==> config.mk <==
export PLATFORM = sky130hd
export DESIGN_NAME = host_bus_port
export DESIGN_NICKNAME = d
export VERILOG_FILES = /design/src/core/ep_fifo.v /design/src/core/host_bus_port.v
export VERILOG_INCLUDE_DIRS = /design/src /design/src/include
export SDC_FILE = /design/constraint.sdc
export NUM_CORES = 2
export LEC_CHECK = 0
export BUFFER_PORTS_ARGS = -buffer_cell sky130_fd_sc_hd__buf_2
export CAP_MARGIN = 10
export CORE_ASPECT_RATIO = 2
export CORE_MARGIN = 2
export CORE_UTILIZATION = 25
export DETAILED_ROUTE_END_ITERATION = 10
export GPL_TIMING_DRIVEN = 0
export SLEW_MARGIN = 20
export SYNTH_ARGS = -nofsm -noshare
export SYNTH_HDL_FRONTEND = slang
export SYNTH_HIERARCHICAL = 1
export SYNTH_SLANG_ARGS = --single-unit
==> constraint.sdc <==
create_clock -name clock_i -period 3.31 [get_ports clock_i]
set_input_delay 0.1655 -clock clock_i [delete_from_list [all_inputs] [get_ports clock_i]]
set_output_delay 0.1655 -clock clock_i [all_outputs]
set_load 0.05 [all_outputs]
==> src/include/host_port_defines.vh <==
// Constants for the application-side host bus port
`ifndef HOST_PORT_DEFINES_VH
`define HOST_PORT_DEFINES_VH
`define CLK_MHZ            100
`define RESET_MIN_NS       1000
`define RESET_MIN_CYC      ((`RESET_MIN_NS * `CLK_MHZ + 999) / 1000)
`define ADDR_EP0_RX        8'h00
`define ADDR_EP0_TX        8'h01
`define ADDR_EP1_FIFO      8'h02
`define ADDR_EP2_FIFO      8'h03
`define ADDR_EP3_TX        8'h04
`define ADDR_IRQ_STATUS    8'h08
`define ADDR_IRQ_ENABLE    8'h09
`define ADDR_POLARITY      8'h0a
`define ADDR_EP_DIR        8'h0b
`define ADDR_DMA_CTRL      8'h0c
`define ADDR_PKT_READY     8'h0d
`define ADDR_FIFO_FLAGS    8'h0e
`define ADDR_RETRY         8'h0f
`define ADDR_EP1_PAYLOAD   8'h10
`define POL_RESET          3'h0
`define IRQ_EN_RESET       8'h00
`define DMA_CTRL_RESET     8'h00
`define EP_DIR_RESET       8'h00
`define PAYLOAD_RESET      7'h40
`define IRQ_BIT_PKT_EP0    0
`define IRQ_BIT_PKT_EP1    1
`define IRQ_BIT_PKT_EP2    2
`define IRQ_BIT_PKT_EP3    3
`define IRQ_BIT_SETUP      4
`define IRQ_BIT_SUSPEND    5
`define POL_BIT_IRQ        0
`define POL_BIT_DMA_REQUEST_OUT       1
`define POL_BIT_DMA_GRANT_IN       2
`define DMA_BIT_EN         0
`define DMA_BIT_WIDE       1
`define DMA_BIT_SINGLE     2
`define DMA_BIT_DUALADDR   3
`endif

==> src/core/ep_fifo.v <==
// Endpoint FIFO with packet retry and a two-entry output skid buffer
`timescale 1ns/100ps
`default_nettype none
module ep_fifo #(
   parameter DEPTH = 8,
   parameter AW    = 3
) (
   input  wire         clock_i,
   input  wire         resetn_i,
   input  wire         wr_i,
   input  wire [7:0]   wdata_i,
   input  wire         rd_i,
   input  wire         retry_i,
   input  wire         flush_i,
   output wire [7:0]   rdata_o,
   output wire         empty_o,
   output wire         full_o,
   output wire [AW:0]  count_o
);
   reg  [7:0]  mem [0:DEPTH-1];
   reg  [AW:0] wp;
   reg  [AW:0] rp;
   reg  [AW:0] mark;
   reg  [7:0]  skid [0:1];
   reg  [1:0]  skid_n;
   wire        fill_valid;
   wire        fill_ready;
   ////////////////////////////////////////////////////////////////////
   // Store feeds a two-entry buffer; the reader stalls nothing
   assign fill_valid = (wp != rp);
   assign fill_ready = (skid_n != 2'd2);
   assign empty_o    = (wp == mark) && (skid_n == 2'd0);
   assign full_o     = (wp[AW] != mark[AW]) && (wp[AW-1:0] == mark[AW-1:0]);
   assign count_o    = wp - mark;
   assign rdata_o    = skid[0];
   always @(posedge clock_i or negedge resetn_i) begin
      if (!resetn_i) begin
         wp     <= {(AW+1){1'b0}};
         rp     <= {(AW+1){1'b0}};
         mark   <= {(AW+1){1'b0}};
         skid_n <= 2'd0;
         skid[0] <= 8'h00;
         skid[1] <= 8'h00;
      end else if (flush_i) begin
         wp     <= {(AW+1){1'b0}};
         rp     <= {(AW+1){1'b0}};
         mark   <= {(AW+1){1'b0}};
         skid_n <= 2'd0;
      end else if (retry_i) begin
         // Each byte is kept until read, so rewinding refetches only the unread bytes
         rp     <= mark;
         skid_n <= 2'd0;
      end else begin
         if (wr_i && !full_o) begin
            mem[wp[AW-1:0]] <= wdata_i;
            wp <= wp + 1'b1;
         end
         if (rd_i && skid_n != 2'd0) begin
            mark <= mark + 1'b1;
         end
         if (rd_i && skid_n != 2'd0) begin
            skid[0] <= (skid_n == 2'd2) ? skid[1] : mem[rp[AW-1:0]];
            if (skid_n == 2'd1 && fill_valid) begin
               rp <= rp + 1'b1;
            end else begin
               skid_n <= skid_n - 2'd1;
            end
         end else if (fill_valid && fill_ready) begin
            if (skid_n == 2'd0) begin
               skid[0] <= mem[rp[AW-1:0]];
            end else begin
               skid[1] <= mem[rp[AW-1:0]];
            end
            rp     <= rp + 1'b1;
            skid_n <= skid_n + 2'd1;
         end
      end
   end
endmodule
`default_nettype wire

==> src/core/host_bus_port.v <==
// Application-side host bus port: decode, strobes, FIFOs, interrupt, DMA
// Function
// - Upper data byte always travels on its own upper lines.
// - Mux select low: low lines carry data, address from separate inputs.
// - Mux select high: low lines carry address then data.
// - Address and select latched at latch-strobe trailing edge; ignored otherwise.
// - Accesses honoured only while chip select is low, or on grant in single-address DMA.
// - Read strobe low while selected drives read data out.
// - Write strobe low while selected writes addressed register or FIFO.
// - Interrupt asserted while any enabled source is pending.
// - Interrupt, request low-active and grant high-active at reset; programmable.
// - Grant gives endpoint 1 FIFO access without any address.
// - Active-low reset loads every register's default (payload 64), FIFO storage aside; hold at least one microsecond.
// - FIFOs: 8/8 control, 2x64 bulk ep1, 64 bulk ep2, 8 ep3.
// - Endpoints 1 and 2 direction set by register write.
// - Each FIFO shows full/empty and can rewind to its first unread byte.
// - Only endpoint 1 uses DMA; 8/16-bit, demand and single.
// - Demand mode holds request until whole packet moved.
// - Single mode drops request after each transfer.
// - Events: packet ready, setup ready, suspend.
// - Enable register masks each interrupt source.
// - Writing one to packet-ready ends an early endpoint 1 fill.
// - Single-address DMA ignores address and select; uses grant.
// - Dual-address DMA ignores grant; uses select and address.
`timescale 1ns/100ps
`default_nettype none
`include "host_port_defines.vh"
module host_bus_port (
   input  wire        clock_i,
   input  wire        resetn_i,
   input  wire        bus_mux_select_i,
   input  wire [7:0]  sep_addr_bus_i,
   input  wire [7:0]  muxed_low_bus_i,
   output reg  [7:0]  muxed_low_bus_o,
   output reg         muxed_low_bus_oe_o,
   input  wire [7:0]  upper_data_bus_i,
   output reg  [7:0]  upper_data_bus_o,
   output reg         upper_data_bus_oe_o,
   input  wire        chip_sel_n_i,
   input  wire        read_n_i,
   input  wire        write_n_i,
   input  wire        addr_latch_i,
   input  wire        dma_grant_in_i,
   output reg         irq_out_o,
   output reg         dma_request_out_o,
   input  wire        ep0_rx_byte_valid_i,
   input  wire [7:0]  ep0_rx_byte_i,
   input  wire        setup_ready_event_i,
   input  wire        suspend_event_i,
   input  wire        ep_rx_pkt_event_i,
   output reg  [5:0]  irq_pending_o
);
   // Two sync flops per input; read and write add an edge stage on the qualified level, the latch strobe on its raw level
   reg  [1:0]  s_cs;
   reg  [1:0]  s_rd;
   reg  [1:0]  s_wr;
   reg  [1:0]  s_ale;
   reg  [1:0]  s_ack;
   reg  [1:0]  s_mux;
   reg         ale_d;
   reg         rd_d;
   reg         wr_d;
   reg  [7:0]  lat_addr;
   reg         lat_cs_n;
   reg  [7:0]  irq_en;
   reg  [2:0]  pol;
   reg  [7:0]  dma_ctrl;
   reg  [7:0]  ep_dir;
   reg  [6:0]  payload;
   reg  [6:0]  ep1_xfer;
   reg         ep1_pkt_rdy;
   reg         hi_phase;
   reg  [5:0]  pend;
   reg  [4:0]  retry_pulse;
   reg  [7:0]  rdata_lo;
   reg  [7:0]  rdata_hi;
   wire        mux_mode;
   wire        grant;
   wire        single_addr;
   wire        dma_acc;
   wire [7:0]  addr;
   wire        cs_ok;
   wire        rd_lvl;
   wire        wr_lvl;
   wire        rd_fall;
   wire        wr_fall;
   wire [4:0]  f_wr;
   wire [4:0]  f_rd;
   wire [4:0]  f_empty;
   wire [4:0]  f_full;
   wire [39:0] f_rdata;
   wire [7:0]  f_wdata [0:4];
   wire [5:0]  raise;
   wire        wide;
   ////////////////////////////////////////////////////////////////////
   // two-flop synchronisers; reset loads select, read and write strobes high, the rest (latch strobe included) low
   always @(posedge clock_i or negedge resetn_i) begin
      if (!resetn_i) begin
         s_cs  <= 2'b11;
         s_rd  <= 2'b11;
         s_wr  <= 2'b11;
         s_ale <= 2'b00;
         s_ack <= 2'b00;
         s_mux <= 2'b00;
      end else begin
         s_cs  <= {s_cs[0], chip_sel_n_i};
         s_rd  <= {s_rd[0], read_n_i};
         s_wr  <= {s_wr[0], write_n_i};
         s_ale <= {s_ale[0], addr_latch_i};
         s_ack <= {s_ack[0], dma_grant_in_i};
         s_mux <= {s_mux[0], bus_mux_select_i};
      end
   end
   assign mux_mode    = s_mux[1];
   assign grant       = s_ack[1] ^ pol[`POL_BIT_DMA_GRANT_IN];
   // addressing mode picks grant or select
   assign single_addr = dma_ctrl[`DMA_BIT_EN] && !dma_ctrl[`DMA_BIT_DUALADDR];
   assign dma_acc     = single_addr && grant;
   assign addr  = dma_acc ? `ADDR_EP1_FIFO : (mux_mode ? lat_addr : sep_addr_bus_i);
   assign cs_ok = dma_acc || (mux_mode ? !lat_cs_n : !s_cs[1]);
   assign rd_lvl  = cs_ok && !s_rd[1];
   assign wr_lvl  = cs_ok && !s_wr[1];
   assign rd_fall = rd_lvl && !rd_d;
   assign wr_fall = wr_lvl && !wr_d;
   assign wide    = dma_ctrl[`DMA_BIT_WIDE];
   ////////////////////////////////////////////////////////////////////
   // latch on trailing edge of address strobe, mux mode only
   always @(posedge clock_i or negedge resetn_i) begin
      if (!resetn_i) begin
         ale_d    <= 1'b0;
         rd_d     <= 1'b0;
         wr_d     <= 1'b0;
         lat_addr <= 8'h00;
         lat_cs_n <= 1'b1;
      end else begin
         ale_d <= s_ale[1];
         rd_d  <= rd_lvl;
         wr_d  <= wr_lvl;
         if (mux_mode && ale_d && !s_ale[1]) begin
            lat_addr <= muxed_low_bus_i;
            lat_cs_n <= s_cs[1];
         end
      end
   end
   ////////////////////////////////////////////////////////////////////
   // five endpoint FIFOs, one generate loop
   genvar g;
   generate
      for (g = 0; g < 5; g = g + 1) begin : fifo_gen
         localparam DP = (g == 2) ? 128 : ((g == 3) ? 64 : 8);
         localparam AB = (g == 2) ? 7 : ((g == 3) ? 6 : 3);
         assign f_wdata[g] = (g == 0 && ep0_rx_byte_valid_i) ? ep0_rx_byte_i :
                             ((hi_phase && g == 2) ? upper_data_bus_i : muxed_low_bus_i);
         ep_fifo #(.DEPTH(DP), .AW(AB)) u_fifo (
            .clock_i  (clock_i),
            .resetn_i (resetn_i),
            .wr_i     (f_wr[g]),
            .wdata_i  (f_wdata[g]),
            .rd_i     (f_rd[g]),
            .retry_i  (retry_pulse[g]),
            .flush_i  (1'b0),
            .rdata_o  (f_rdata[8*g +: 8]),
            .empty_o  (f_empty[g]),
            .full_o   (f_full[g]),
            .count_o  ()
         );
      end
   endgenerate
   // write strobe edge writes the addressed FIFO
   assign f_wr[0] = ep0_rx_byte_valid_i;
   assign f_wr[1] = wr_fall && addr == `ADDR_EP0_TX;
   assign f_wr[2] = (wr_fall || (hi_phase && wr_lvl)) && addr == `ADDR_EP1_FIFO;
   assign f_wr[3] = wr_fall && addr == `ADDR_EP2_FIFO;
   assign f_wr[4] = wr_fall && addr == `ADDR_EP3_TX;
   assign f_rd[0] = rd_fall && addr == `ADDR_EP0_RX;
   assign f_rd[1] = 1'b0;
   assign f_rd[2] = (rd_fall || (hi_phase && rd_lvl)) && addr == `ADDR_EP1_FIFO;
   assign f_rd[3] = rd_fall && addr == `ADDR_EP2_FIFO;
   assign f_rd[4] = 1'b0;
   ////////////////////////////////////////////////////////////////////
   // event sources; set wins over clear
   assign raise = {suspend_event_i, setup_ready_event_i,
                   ep_rx_pkt_event_i && ep_dir[1],
                   ep_rx_pkt_event_i && !ep_dir[1],
                   ep1_pkt_rdy, ep0_rx_byte_valid_i};
   always @(posedge clock_i or negedge resetn_i) begin
      if (!resetn_i) begin
         irq_en      <= `IRQ_EN_RESET;
         pol         <= `POL_RESET;
         dma_ctrl    <= `DMA_CTRL_RESET;
         ep_dir      <= `EP_DIR_RESET;
         payload     <= `PAYLOAD_RESET;
         ep1_xfer    <= 7'h00;
         ep1_pkt_rdy <= 1'b0;
         hi_phase    <= 1'b0;
         pend        <= 6'h00;
         retry_pulse <= 5'h00;
      end else begin
         retry_pulse <= 5'h00;
         // 16-bit single-address DMA moves the upper byte one cycle after the lower
         hi_phase <= wide && dma_acc && (wr_fall || rd_fall);
         if (wr_fall) begin
            case (addr)
               `ADDR_IRQ_ENABLE:  irq_en   <= muxed_low_bus_i;
               `ADDR_POLARITY:    pol      <= muxed_low_bus_i[2:0];
               `ADDR_EP_DIR:      ep_dir   <= muxed_low_bus_i;
               `ADDR_DMA_CTRL:    dma_ctrl <= muxed_low_bus_i;
               `ADDR_EP1_PAYLOAD: payload  <= muxed_low_bus_i[6:0];
               `ADDR_RETRY:       retry_pulse <= muxed_low_bus_i[4:0];
               default: ;
            endcase
         end
         // early packet close, or size reached
         if (wr_fall && addr == `ADDR_PKT_READY && muxed_low_bus_i[0]) begin
            ep1_pkt_rdy <= 1'b1;
         end else if (f_wr[2] && ep1_xfer + 7'd1 >= payload) begin
            ep1_pkt_rdy <= 1'b1;
         end else if (f_empty[2] && ep1_pkt_rdy && ep_dir[0]) begin
            ep1_pkt_rdy <= 1'b0;
         end
         if (f_wr[2] || f_rd[2]) begin
            ep1_xfer <= ep1_xfer + 7'd1;
         end else if (!dma_acc && !wr_lvl) begin
            ep1_xfer <= 7'h00;
         end
         pend <= raise | (pend & ~((wr_fall && addr == `ADDR_IRQ_STATUS) ?
                                   muxed_low_bus_i[5:0] : 6'h00));
      end
   end
   ////////////////////////////////////////////////////////////////////
   // Read mux
   always @* begin
      rdata_lo = 8'h00;
      rdata_hi = 8'h00;
      case (addr)
         `ADDR_EP0_RX:     rdata_lo = f_rdata[7:0];
         `ADDR_EP1_FIFO:   begin
            rdata_lo = f_rdata[23:16];
            rdata_hi = wide ? f_rdata[23:16] : 8'h00;
         end
         `ADDR_EP2_FIFO:   rdata_lo = f_rdata[31:24];
         `ADDR_IRQ_STATUS: rdata_lo = {2'b00, pend};
         `ADDR_IRQ_ENABLE: rdata_lo = irq_en;
         `ADDR_POLARITY:   rdata_lo = {5'h00, pol};
         `ADDR_EP_DIR:     rdata_lo = ep_dir;
         `ADDR_DMA_CTRL:   rdata_lo = dma_ctrl;
         `ADDR_PKT_READY:  rdata_lo = {7'h00, ep1_pkt_rdy};
         `ADDR_EP1_PAYLOAD: rdata_lo = {1'b0, payload};
         `ADDR_FIFO_FLAGS: begin
            rdata_lo = {3'b000, f_empty};
            rdata_hi = {3'b000, f_full};
         end
         default: ;
      endcase
   end
   ////////////////////////////////////////////////////////////////////
   // drive both bytes while reading
   always @(posedge clock_i or negedge resetn_i) begin
      if (!resetn_i) begin
         muxed_low_bus_o     <= 8'h00;
         muxed_low_bus_oe_o  <= 1'b0;
         upper_data_bus_o    <= 8'h00;
         upper_data_bus_oe_o <= 1'b0;
         irq_out_o           <= 1'b1;
         dma_request_out_o   <= 1'b1;
         irq_pending_o       <= 6'h00;
      end else begin
         muxed_low_bus_oe_o  <= rd_lvl;
         upper_data_bus_oe_o <= rd_lvl;
         if (rd_fall) begin
            muxed_low_bus_o  <= rdata_lo;
            upper_data_bus_o <= rdata_hi;
         end else if (hi_phase && rd_lvl && addr == `ADDR_EP1_FIFO) begin
            upper_data_bus_o <= f_rdata[23:16];
         end
         irq_out_o <= ~(|(pend & irq_en[5:0])) ^ pol[`POL_BIT_IRQ];
         dma_request_out_o <= ~(dma_ctrl[`DMA_BIT_EN] && ep1_pkt_rdy && !f_empty[2] &&
                              !(dma_ctrl[`DMA_BIT_SINGLE] && (rd_lvl || wr_lvl)))
                              ^ pol[`POL_BIT_DMA_REQUEST_OUT];
         irq_pending_o <= pend;
      end
   end
endmodule
`default_nettype wire

==> metrics.sh <==
INSERTED_CLOCK_BUFFERS=152
CTSHTREEMAXLEVEL=4
CRIT_ARRIVAL_NS=3.91
DETAIL_ROUTE.WIRELENGTH_UM=231000
NETLIST_INSTANCES=4540
ROUTED_WL_PER_CELL_UM=25.0
GRT_USE_TOTAL_PCT=14.4
SETUP_VIOL_COUNT_FINAL=701
VIAS=43800
CTS.SINK_COUNT=1841
LARGEST_NET_DEGREE_AT_THE_START_OF_GLOBAL_ROUTING=113
FINAL_HOLD_VIOL_COUNT=0
PLACEMENT_ROWS=287
DRT_PRE_ANTENNA_ITERS=6
VIOLATIONS='setup timing'
HOLD_CLASS='primary input to flop'
TIMING.MAX_CAP.VIOLATIONS=0
CRITICAL_PATH_CELL_LIST='buf_6 > or3_4 > a222oi_1 > buf_4 > a21o_4 > and3_4 > nor3b_4 > buf_6 > and2_4 > nand3_4 > buf_12 > clkbuf_16 > nor2_4'
WORST_SLACK_NS=-0.153
FINAL_NET_COUNT=5175
SLOWEST_DELAY_NS=0.46
ANTENNA_VIOLATIONS_BEFORE_REPAIR=16
CLOCK_TREE.ROOT_CELL='sky130_fd_sc_hd__clkbuf_16'
FINAL_CELL_AREA_MM2=0.0936
FINAL.SETUP.TNS_NS=-33.11
STATIC-LEAKAGE-POWER_nW=30.5
YOSYSWARNINGS=6
INITIAL_UTILIZATION_PCT=25.1
DIE_OUTLINE_AREA_MM2=0.310
SYNTHTOLAYOUTAREAGROWTH_PCT=22.5
LAYOUT_WORST_PATH_CYCLE_SHARE_PCT=105
COREAREA_MM2=0.305
CRITPATHLAUNCHTYPE='flop'
CELLPOWERDENSITY_mW_PER_MM2=653
PLACE.DETAILED.HPWL_UM=162000
PEAKVDDDROP_mV=0.398
PLACE.PORT_BUFFERS=69
CRIT_BUF_INV=5
CRIT_PATH_END_KIND='flop'
CP_DATA_REQUIRED_TIME_NS=3.76
GRT.OVERFLOW.TOTAL=0
DETAILEDROUTE.FIRSTITERATIONVIOLATIONS=3738
PLACED_AREA_MM2=0.0831
POWER_mW=61.1
CRITICAL_PATH_PEAK_FANOUT=8
SLEW_HEADROOM_PCT=24.8
CLOCK.FMAX_MHz=289
NUMBER_OF_GLOBAL_ROUTE_VIAS_BEFORE_REPAIR=45700
GRT_SETUP_UNREPAIRED='true'
PLACE.GP.CONGESTION=0.931
DRC_ERRORS=0
PERIOD_MINUS_SLACK_NS=3.46
DIE_HEIGHT_UM=786
POST_SYNTH_INSTANCE_AREA_MM2=0.0764
SYN-MEAN-INSTANCE-AREA_UM2=16.8
NUM_IO_PINS=70
CRITPATHKIND='flop to flop'
DIEWIDTH_UM=395
LATEST_CLOCK_ARRIVAL_WITHIN_THE_WORST_SKEW_PAIR_NS=0.86
DRIVE_ABOVE_1_SHARE_PCT=26.9
MAXSLEWVIOLCOUNT=0
CPMAXSTAGEDELAYCELL='sky130_fd_sc_hd__dfrtp_2'
WORST_PATH_DOMINANT_CELL_FAMILY='simple AND/OR/NAND/NOR gates'
FIN_SKEW_NS=0.0941
CTSLONGESTPATHBUFFERS=4
CRITICAL_PATH.MOST_COMMON_CELL='sky130_fd_sc_hd__buf_6'
AVGVIACOUNTPERCELL=4.75
RUN_STATUS='finished with violations'
FINAL_ANTENNA_NET_COUNT=0
CLK_PIN_SLEW_WORST_PATHS_NS=0.07
GLOBAL_ROUTE_WIRE_LENGTH_BEFORE_REPAIR_UM=326000
TRITONCTS_CLOCK_TREE='yes'
ACTUAL_SLEW_AT_THE_WORST_MAX_SLEW_PIN_NS=1.13
-- layout make-up --
type                    instances  area (um2)
diodes                          3        7.51
plain buffers                 276        2000
clock buffers                 184        4010
clock inverters                79         926
fillers                     29400      211000
inverters                      70         263
multi-input cells            2375       22500
flip-flops and latches       1841       54100
well taps                    4046        5060
repair buffers                355        4740
-- layout by cell type (no fill, tap or decap), types with 23 or more instances in the layout --
master                             n
sky130_fd_sc_hd__mux2_2           66
sky130_fd_sc_hd__clkbuf_2         27
sky130_fd_sc_hd__nand2b_1         24
sky130_fd_sc_hd__a22oi_1         132
sky130_fd_sc_hd__a31oi_1          23
sky130_fd_sc_hd__inv_1            66
sky130_fd_sc_hd__nor2_4          187
sky130_fd_sc_hd__buf_12          122
sky130_fd_sc_hd__mux2i_1         369
sky130_fd_sc_hd__clkbuf_16       170
sky130_fd_sc_hd__mux4_2          225
sky130_fd_sc_hd__buf_6            74
sky130_fd_sc_hd__dlygate4sd3_1    37
sky130_fd_sc_hd__nand4_1          47
sky130_fd_sc_hd__a221oi_1         29
sky130_fd_sc_hd__dfrtp_1         228
sky130_fd_sc_hd__conb_1           29
sky130_fd_sc_hd__o221ai_1         26
sky130_fd_sc_hd__ha_1             60
sky130_fd_sc_hd__buf_2           106
sky130_fd_sc_hd__edfxtp_1       1600
sky130_fd_sc_hd__a21oi_1          84
sky130_fd_sc_hd__and2_1           30
sky130_fd_sc_hd__o21ai_0          73
sky130_fd_sc_hd__o22ai_1          27
sky130_fd_sc_hd__buf_4           136
sky130_fd_sc_hd__xnor2_1          65
sky130_fd_sc_hd__clkbuf_1         93
sky130_fd_sc_hd__nand2_1         156
sky130_fd_sc_hd__nor2_1          188
sky130_fd_sc_hd__nand3_1          86
-- registers in the layout, summed over array words and instances, names as in the netlist, 10 cells and up --
signal                   cells
fifo_gen.u_fifo/skid        24
fifo_gen.u_fifo/mark        27
fifo_gen.u_fifo/rdata_o     24
fifo_gen.u_fifo/skid_n      10
fifo_gen.u_fifo/rp          27
fifo_gen.u_fifo/wp          27
fifo_gen.u_fifo/mem       1600
-- report_power, final --
part / leakage (nW) / switching, mW / internal, mW
registers: 17.4 / 0.478 / 25.8
clock network: 2.38 / 8.51 / 10.1
logic: 10.7 / 9.79 / 6.44
-- worst reg2reg max path, stage by stage, from the launching register on --
cell                        delay, ns
sky130_fd_sc_hd__dfrtp_2         0.46
sky130_fd_sc_hd__buf_6           0.15
sky130_fd_sc_hd__or3_4           0.38
sky130_fd_sc_hd__a222oi_1        0.25
sky130_fd_sc_hd__buf_4           0.18
sky130_fd_sc_hd__a21o_4          0.14
sky130_fd_sc_hd__and3_4          0.20
sky130_fd_sc_hd__nor3b_4         0.18
sky130_fd_sc_hd__buf_6           0.15
sky130_fd_sc_hd__and2_4          0.22
sky130_fd_sc_hd__nand3_4         0.10
sky130_fd_sc_hd__buf_12          0.20
sky130_fd_sc_hd__clkbuf_16       0.22
sky130_fd_sc_hd__nor2_4          0.28
-- repair_timing --
action	CTS	global route
buffers inserted	181	39
setup endpoints to repair	1639	1509
cloned	8	0
hold buffers	38	0
gates resized for setup	481	33
pin swaps	153	34
hold endpoints to repair	572	0
-- metal layers --
| layer | up-vias | global-route usage, % | wire (um) |
|---|---|---|---|
| li1 | 18800 | - | - |
| met1 | 22700 | 14.0 | 74000 |
| met2 | 1614 | 28.0 | 127000 |
| met3 | 644 | 1.72 | 11100 |
| met4 | 6 | 10.3 | 18500 |
| met5 | - | 0 | 37 |
-- path summary, 6_finish.rpt --
path	from	end	slack (ns)	cells past startpoint
min in group asynchronous	resetn_i	s_cs[0]	0.54	3
worst max register to register	s_mux[1]	fifo_gen[2].u_fifo/mem[77][0]	-0.15	13
max in group asynchronous	resetn_i	fifo_gen[3].u_fifo/wp[1]	2.18	4
worst min-delay path	sep_addr_bus_i[2]	retry_pulse[4]	0.05	6
worst min register to register	s_ale[0]	s_ale[1]	0.35	0
worst max-delay path	s_mux[1]	fifo_gen[2].u_fifo/mem[77][0]	-0.15	13
-- metrics by stage --
| stage | hold WS [ns] | std cells | setup slack, ns | utilization [%] |
|---|---|---|---|---|
| detailed placement | 0.161 | 8704 | -2.07 | 27.3 |
| floorplan | -0.130 | 4568 | -0.0368 | - |
| global route | 0.0699 | 9228 | -0.268 | 30.7 |
| finish | 0.0530 | 9229 | -0.153 | 30.7 |
| CTS | 0.0127 | 9191 | -0.278 | 30.5 |
| global placement | 0.277 | 8683 | -4.51 | 27.0 |
(Power assumes the default switching activity.)
